### src/cmpctl_params.svh
// How it works
// - Three comparator channels, each switched on or off independently.
// - A channel that is off drives its pin output low.
// - Control bit 7 turns the channel on when 1, off when 0.
// - Control bit 6 reads the live synchronized comparator result.
// - A rising output transition sets control bit 5, the rise flag.
// - A falling output transition while the channel is on sets control bit 4, the fall flag.
// - Edge flags stay set until software clears them; hardware never clears.
// - Mode bit 5 enables rise requests, bit 4 enables fall requests.
// - A request reaches the core only if the extended enable bit is set.
// - Control bits 3-2 select positive hysteresis: none, 5, 10, 20 mV.
// - Control bits 1-0 select negative hysteresis: none, 5, 10, 20 mV.
// - Mode bits 1-0 select response mode, 00 fastest, 11 lowest power.
// - Mode bits 7-6 and 3-2 read zero and ignore writes.
// - Control registers decode at 0x88 on pages 1, 2 and 3.
// - Mode registers decode at 0x89 on pages 1, 2 and 3.
`ifndef CMPCTL_PARAMS_SVH
`define CMPCTL_PARAMS_SVH
`define CMPCTL_ADDR_CTRL 8'h88
`define CMPCTL_ADDR_MODE 8'h89
`define CMPCTL_PAGE_CH0 8'h01
`define CMPCTL_CTRL_RST 8'h00
`define CMPCTL_MODE_RST 8'h02
`define CMPCTL_BIT_EN 7
`define CMPCTL_BIT_OUT 6
`define CMPCTL_BIT_RISE 5
`define CMPCTL_BIT_FALL 4
`define CMPCTL_BIT_RIE 5
`define CMPCTL_BIT_FIE 4
`define CMPCTL_MODE_MASK 8'h33
`endif

### src/cmpctl_pkg.sv
package cmpctl_pkg;
   typedef logic [1:0] cmpctl_hyst_t;
   typedef enum logic [1:0] {
      CMPCTL_MODE_FAST = 2'b00,
      CMPCTL_MODE_MID1 = 2'b01,
      CMPCTL_MODE_MID2 = 2'b10,
      CMPCTL_MODE_LOWP = 2'b11
   } cmpctl_resp_t;
endpackage

### src/cmpctl_top.sv
`timescale 1ns/1ps
`include "cmpctl_params.svh"
module cmpctl_top #(
   parameter int NCH = 3
) (
   // Clock and reset
   input wire logic core_clk_in,
   input wire logic rst_in,
   // Special-function register access
   input wire logic [7:0] sfr_addr_in,
   input wire logic [7:0] sfr_page_in,
   input wire logic sfr_wr_in,
   input wire logic [7:0] sfr_wdata_in,
   output logic [7:0] sfr_rdata_out,
   // Extended interrupt enable bits for comparator sources
   input wire logic [NCH-1:0] ext_irq_enable_in,
   // Analog comparator side
   input wire logic [NCH-1:0] cmp_raw_in,
   output logic [NCH-1:0] channel_on_out,
   output cmpctl_pkg::cmpctl_hyst_t positive_hysteresis_sel_out [NCH],
   output cmpctl_pkg::cmpctl_hyst_t negative_hysteresis_sel_out [NCH],
   output cmpctl_pkg::cmpctl_resp_t response_mode_sel_out [NCH],
   // Pin and interrupt outputs
   output logic [NCH-1:0] pin_out,
   output logic [NCH-1:0] irq_out
);
   import cmpctl_pkg::*;

   // ************************************************
   // Register state
   // ************************************************
   logic [NCH-1:0] channel_on_q;
   logic [NCH-1:0] rise_event_flag_q;
   logic [NCH-1:0] fall_event_flag_q;
   logic [NCH-1:0] rise_irq_enable_q;
   logic [NCH-1:0] fall_irq_enable_q;
   cmpctl_hyst_t pos_hyst_q [NCH];
   cmpctl_hyst_t neg_hyst_q [NCH];
   cmpctl_resp_t resp_q [NCH];
   logic [NCH-1:0] sync1_q;
   logic [NCH-1:0] sync2_q;
   logic [NCH-1:0] sync3_q;
   logic [NCH-1:0] result_state_flag_q;
   logic [NCH-1:0] ctrl_sel;
   logic [NCH-1:0] mode_sel;
   logic [NCH-1:0] rise_evt;
   logic [NCH-1:0] fall_evt;

   // Page n+1 holds channel n
   function automatic logic page_hit(input logic [7:0] page, input int ch);
      page_hit = (page == (`CMPCTL_PAGE_CH0 + 8'(ch)));
   endfunction

   // ************************************************
   // Address decode
   // ************************************************
   always_comb begin
      for (int i = 0; i < NCH; i++) begin
         ctrl_sel[i] = (sfr_addr_in == `CMPCTL_ADDR_CTRL) && page_hit(sfr_page_in, i);
         mode_sel[i] = (sfr_addr_in == `CMPCTL_ADDR_MODE) && page_hit(sfr_page_in, i);
      end
   end

   // ************************************************
   // Input synchronizer and edge detect
   // ************************************************
   // A change counts only once the second and third stages agree, so a
   // metastable first stage never reaches the flags.
   always_ff @(posedge core_clk_in) begin
      if (rst_in) begin
         sync1_q <= '0;
         sync2_q <= '0;
         sync3_q <= '0;
         result_state_flag_q <= '0;
      end else begin
         sync1_q <= cmp_raw_in;
         sync2_q <= sync1_q;
         sync3_q <= sync2_q;
         for (int i = 0; i < NCH; i++) begin
            // Disabled channel reads low; its analog output is not valid
            if (!channel_on_q[i]) begin
               result_state_flag_q[i] <= 1'b0;
            end else if (sync2_q[i] == sync3_q[i]) begin
               result_state_flag_q[i] <= sync3_q[i];
            end
         end
      end
   end

   always_comb begin
      for (int i = 0; i < NCH; i++) begin
         rise_evt[i] = channel_on_q[i] && (sync2_q[i] == sync3_q[i])
                       && sync3_q[i] && !result_state_flag_q[i];
         fall_evt[i] = channel_on_q[i] && (sync2_q[i] == sync3_q[i])
                       && !sync3_q[i] && result_state_flag_q[i];
      end
   end

   // ************************************************
   // Control register
   // ************************************************
   always_ff @(posedge core_clk_in) begin
      if (rst_in) begin
         channel_on_q <= '0;
         rise_event_flag_q <= '0;
         fall_event_flag_q <= '0;
         for (int i = 0; i < NCH; i++) begin
            pos_hyst_q[i] <= 2'h0;
            neg_hyst_q[i] <= 2'h0;
         end
      end else begin
         for (int i = 0; i < NCH; i++) begin
            if (sfr_wr_in && ctrl_sel[i]) begin
               channel_on_q[i] <= sfr_wdata_in[`CMPCTL_BIT_EN];
               pos_hyst_q[i] <= sfr_wdata_in[3:2];
               neg_hyst_q[i] <= sfr_wdata_in[1:0];
            end
            // Edge beats a clearing write; only a written 0 clears
            if (rise_evt[i]) begin
               rise_event_flag_q[i] <= 1'b1;
            end else if (sfr_wr_in && ctrl_sel[i] && !sfr_wdata_in[`CMPCTL_BIT_RISE]) begin
               rise_event_flag_q[i] <= 1'b0;
            end
            if (fall_evt[i]) begin
               fall_event_flag_q[i] <= 1'b1;
            end else if (sfr_wr_in && ctrl_sel[i] && !sfr_wdata_in[`CMPCTL_BIT_FALL]) begin
               fall_event_flag_q[i] <= 1'b0;
            end
         end
      end
   end

   // ************************************************
   // Mode register
   // ************************************************
   always_ff @(posedge core_clk_in) begin
      if (rst_in) begin
         rise_irq_enable_q <= '0;
         fall_irq_enable_q <= '0;
         for (int i = 0; i < NCH; i++) begin
            resp_q[i] <= cmpctl_resp_t'(2'(`CMPCTL_MODE_RST));
         end
      end else begin
         for (int i = 0; i < NCH; i++) begin
            if (sfr_wr_in && mode_sel[i]) begin
               rise_irq_enable_q[i] <= sfr_wdata_in[`CMPCTL_BIT_RIE];
               fall_irq_enable_q[i] <= sfr_wdata_in[`CMPCTL_BIT_FIE];
               resp_q[i] <= cmpctl_resp_t'(sfr_wdata_in[1:0]);
            end
         end
      end
   end

   // ************************************************
   // Read mux and outputs
   // ************************************************
   always_comb begin
      sfr_rdata_out = 8'h00;
      for (int i = 0; i < NCH; i++) begin
         if (ctrl_sel[i]) begin
            sfr_rdata_out = {channel_on_q[i], result_state_flag_q[i], rise_event_flag_q[i],
                             fall_event_flag_q[i], pos_hyst_q[i], neg_hyst_q[i]};
         end else if (mode_sel[i]) begin
            sfr_rdata_out = {2'b00, rise_irq_enable_q[i], fall_irq_enable_q[i],
                             2'b00, resp_q[i]} & `CMPCTL_MODE_MASK;
         end
      end
   end

   always_comb begin
      for (int i = 0; i < NCH; i++) begin
         positive_hysteresis_sel_out[i] = pos_hyst_q[i];
         negative_hysteresis_sel_out[i] = neg_hyst_q[i];
         response_mode_sel_out[i] = resp_q[i];
      end
   end

   assign channel_on_out = channel_on_q;
   assign pin_out = result_state_flag_q & channel_on_q;
   // Level request; the core sees it only with its extended enable set
   assign irq_out = ((rise_event_flag_q & rise_irq_enable_q)
                    | (fall_event_flag_q & fall_irq_enable_q))
                    & ext_irq_enable_in;
endmodule
### config.mk
export PLATFORM = sky130hd
export DESIGN_NAME = cmpctl_top
export DESIGN_NICKNAME = d
export VERILOG_FILES = /design/src/cmpctl_pkg.sv /design/src/cmpctl_top.sv
export VERILOG_INCLUDE_DIRS = /design/src /design/src/src
export SDC_FILE = /design/constraint.sdc
export NUM_CORES = 1
export LEC_CHECK = 0
export BUFFER_PORTS_ARGS = -buffer_cell sky130_fd_sc_hd__buf_2
export CORE_AREA = 8 8 94 96
export CTS_BUF_LIST = sky130_fd_sc_hd__clkbuf_4 sky130_fd_sc_hd__clkbuf_8 sky130_fd_sc_hd__clkbuf_16
export DETAILED_ROUTE_END_ITERATION = 10
export DIE_AREA = 0 0 102 104
export SLEW_MARGIN = 25
export SYNTH_ARGS = -nofsm -noshare
export SYNTH_HDL_FRONTEND = slang
export SYNTH_SLANG_ARGS = --single-unit
### constraint.sdc
create_clock -name core_clk_in -period 1.3 [get_ports core_clk_in]
set_input_delay 0.195 -clock core_clk_in [delete_from_list [all_inputs] [get_ports core_clk_in]]
set_output_delay 0.195 -clock core_clk_in [all_outputs]
set_load 0.1 [all_outputs]
* Yosys cells after proc, flatten, opt, wreduce, memory -nomap -nowiden
Memories as Yosys holds them, arrays and structs flattened.
Cells that the tools add are included.
** Storage, ports and cells
- Memories :: 3
- Word-level logic and storage cells :: 146
- Bits in writable memories :: 18
- Register bits :: 27
- Output and inout port bits :: 35
** Cells by class
- Bitwise operators :: 17
- Equal/unequal tests :: 8
- Reduce and logical (&&, ||, !) cells :: 50
- Multiplexer cells :: 47
** Memories
- neg_hyst_q :: depth 3, bits a word 2, read ports 3, clocked after Yosys merged registers in 0, wr ports 3, RTL line cmpctl_top.sv:38 : cmpctl_hyst_t neg_hyst_q [NCH];
- pos_hyst_q :: depth 3, bits a word 2, read ports 3, clocked after Yosys merged registers in 0, wr ports 3, RTL line cmpctl_top.sv:37 : cmpctl_hyst_t pos_hyst_q [NCH];
- resp_q :: depth 3, bits a word 2, read ports 3, clocked after Yosys merged registers in 0, wr ports 3, RTL line cmpctl_top.sv:39 : cmpctl_resp_t resp_q [NCH];
** Operator list (number)
- $mux 8 :: 5
- $logic_and 1x1->1 :: 33
- $mux 1 :: 32
- $mux 2 :: 9
- $eq 8x2->1 const B :: 2
- $eq 8x8->1 const B :: 2
- $and 3x3->3 :: 4
- $reduce_bool 2->1 :: 6
- $or 1x1->1 :: 9
- $eq 8x1->1 const B :: 1
- $logic_not 1->1 :: 8
- $mux 6 :: 1
- $reduce_or 2->1 :: 3
- $eq 1x1->1 :: 3
- $not 1->1 :: 3
- $or 3x3->3 :: 1

* Longest topological paths before layout
- Depth after elaboration :: 8
- Depth in mapped cells :: 6
- Gate-level depth less buffers :: 4

* Worst setup path before layout
Ideal clock, no wire load.
- Kind :: reg2out
- From :: mem neg_hyst_q[0][4] in the netlist's numbering
- To :: out sfr_rdata_out[0]
- Setup slack :: -1.540 ns
- Data required time :: 1.105 ns
- Buffers on the path :: 0
- Stages on the path, launching flop included :: 4
- Arrival :: 2.645 ns
- Path through :: edfxtp_1 > mux4_2 > a21oi_1 > nor2_1
** RTL lines
- from (decl) :: RTL line cmpctl_top.sv:38
- to (decl) :: RTL line cmpctl_top.sv:14 : output logic [7:0] sfr_rdata_out,

==> run summary <==
Crit Path Max Fanout: 2
Internal: 0.00219 W
Starting Density: 28.9%
H-tree Lvls: 2
Post-Syn Nets: 238
Max-slew violations: 0
CP Launch Type: flip-flop
Final design instance area without fill: 0.00402 mm²
Cts bufs inserted: 5
CTS tree: built
Failing checks: negative setup slack
Placed cells: 411
Filler cells: 665
Global route overflow: 0
Period utilisation layout: 139%
Sw frac: 29.1%
Dpl hpwl: 5170 µm
Max_slew headroom: 75.2%
Avg WL per Cell: 15.2 µm
Routability cong.: 0.809
CP delay by family, top: multiplexers
Setup crit end kind: output port
Synthesized instance count: 205
Final Non-Filler Cells: 432
Status: complete, but fails checks
Initial antenna violation count: 0
Drt pass-1 iters: 4
VDD IR max: 512 µV
Die Height: 104 µm
Row count: 32
Residual DRC count: 0
Clock slew at reported path FFs: 0.08 ns
Synth Cell Area: 0.00216 mm²
Detail Route Antenna Nets: 0
Layout cell share with drive strength beyond 1: 61.8%
Clk root buf: clkbuf_8
Critical path type: reg -> out
Commonest cells after routing, fill and taps aside: buf_4 (48), buf_12 (35), buf_2 (26)
Static Leak: 1.56 nW
Syn_area_per_cell: 10.5 µm²
Worst EP arrival: 1.62 ns
Sequential share of power: 49.1%
Die area: 0.0106 mm²
Clk pwr share: 27.9%
Netlist cell types: 33
Pre-CTS setup slack: -0.417 ns
Tot Pwr: 0.00310 W
Area after DPL: 0.00362 mm²
Min Hold Slack: 0.102 ns
Buffers & Inverters on Critical Path: 1
Synth Register Bits: 45
Fin worst setup slack: -0.512 ns
Die X: 102 µm
DRT Wirelength: 6580 µm
Most common cell after layout, fill and taps aside: buf_4
Clock sinks: 45
Vias: 2026
Slowest stage delay, CP: 0.52 ns
Worst Skew: 0.00507 ns
Io pins: 68
Drt via density: 4.69
Port bufs: 66
Gr usage total: 12.2%
First-pass GRT wire length: 10200 µm
Cells along the critical path: mux4_2 -> a21oi_4 -> nor2_4 -> buf_12
# diodes: 0
Clk buf depth: 2
Sequential area share after synthesis: 50.1%
Iteration-0 DRC Markers: 81
Clock Latency Late Sink: 0.30 ns
Top Registers: neg_hyst_q (6), pos_hyst_q (6), resp_q (6)
Pwr dens: 769 mW/mm²
Required @ worst endpoint: 1.11 ns
Fmax: 0.552 GHz
Area Growth Syn to Fin: 86.7%
Final setup violation count: 35
Core area: 0.00745 mm²
Hold Crit Class: in -> reg
Unrepaired setup endpoints after global routing: yes
R2r setup slk: 0.30 ns
Final min period: 1.81 ns
Fin. Hold Viols: 0
Comb pwr share: 23.0%
MaxCap Viol Count: 0
Largest net degree at the start of global routing: 23
Nets: 362
Actual slew at the worst max-slew pin: 0.370 ns
Vias in the first global route: 2014
Slowest CP cell: mux4_2
Sw Pwr: 0.000902 W
Yosys warns: 0
## cell usage after synthesis
cell	n	area (µm²)
buf_1	1	3.75
buf_2	4	20.0
or3_1	1	6.26
and3b_1	1	8.76
buf_6	1	11.3
o21ai_0	11	55.1
nand4b_1	3	26.3
nand2_1	11	41.3
mux2i_1	6	60.1
mux4_2	3	67.6
nor4_4	1	21.3
nor4b_4	2	47.6
nand4_1	7	43.8
a22oi_1	7	52.6
edfxtp_1	18	541
buf_4	1	7.51
o31ai_1	6	45.0
a21oi_1	20	100
clkbuf_1	5	18.8
nor3_1	2	10.0
o21bai_1	4	30.0
or2_2	4	25.0
mux2_2	5	56.3
and2_1	8	50.1
nor2b_1	15	93.8
nor2_1	18	67.6
nand3b_1	1	7.51
nand4b_4	1	23.8
a32o_1	1	10.0
dfxtp_1	27	541
and4b_1	1	10.0
inv_1	1	3.75
nand2b_1	8	50.1
## kinds of logic after synthesis
group / after synthesis / synth area share (%)
multiplexers: 14 / 8.53
AO/OA/AOI/OAI: 49 / 13.6
AND/OR/NAND/NOR: 84 / 24.7
buffers and inverters: 13 / 3.02
flip-flops: 45 / 50.1
## metal layers
layer,up-vias,GRT usage [%],part of all wire [%]
li1,993,-,-
met1,970,15.6,45
met2,55,19.6,49
met3,8,3.35,5.3
met4,0,3.25,1.0
met5,-,0,0
## worst paths after layout
kind                          start              endpoint  cells after the start
hold / removal        cmp_raw_in[0]            sync1_q[0]                      2
hold reg to reg          sync1_q[2]            sync2_q[2]                      1
setup reg to reg  channel_on_out[2]  fall_event_flag_q[2]                      5
setup / recovery   neg_hyst_q[0][4]      sfr_rdata_out[0]                      4
## through the flow
stage / TNS [ns] / util, %
after floorplan: -4.67 / -
after global placement: -14.29 / 48.6
after detailed placement: -16.41 / 48.6
after CTS: -3.50 / 51.5
after global routing: -7.55 / 54.0
final: -5.04 / 54.0
## final cells by class
cell class / instances / area, µm² / area share (%)
clock buffer: 6 / 76.3 / 1.90
clock inverter: 2 / 10.0 / 0.249
inverter: 1 / 3.75 / 0.0933
multi-input combinational: 147 / 1280 / 31.8
sequential: 45 / 1100 / 27.4
tap: 102 / 128 / 3.17
timing repair buffer: 129 / 1420 / 35.4
## power by group through the flow
stage,Clock [W],Combinational [W],Sequential [W]
global placement,0,0.000668,0.00155
global route,0.000955,0.000740,0.00153
CTS,0.000891,0.000697,0.00152
detailed placement,0,0.000676,0.00155
finish,0.000864,0.000711,0.00152
floorplan,0,0.000157,0.00176
## repair_timing
| action | 4_1_cts | 5_1_grt |
|---|---|---|
| buffers inserted | 2 | 14 |
| hold buffers | 0 | 0 |
| cloned | 0 | 0 |
| gates resized for setup | 32 | 27 |
| endpoints found under the setup margin | 13 | 35 |
| endpoints found under the hold margin | 0 | 0 |
| pin swaps | 11 | 15 |
Power figures use the tool's default switching activity.
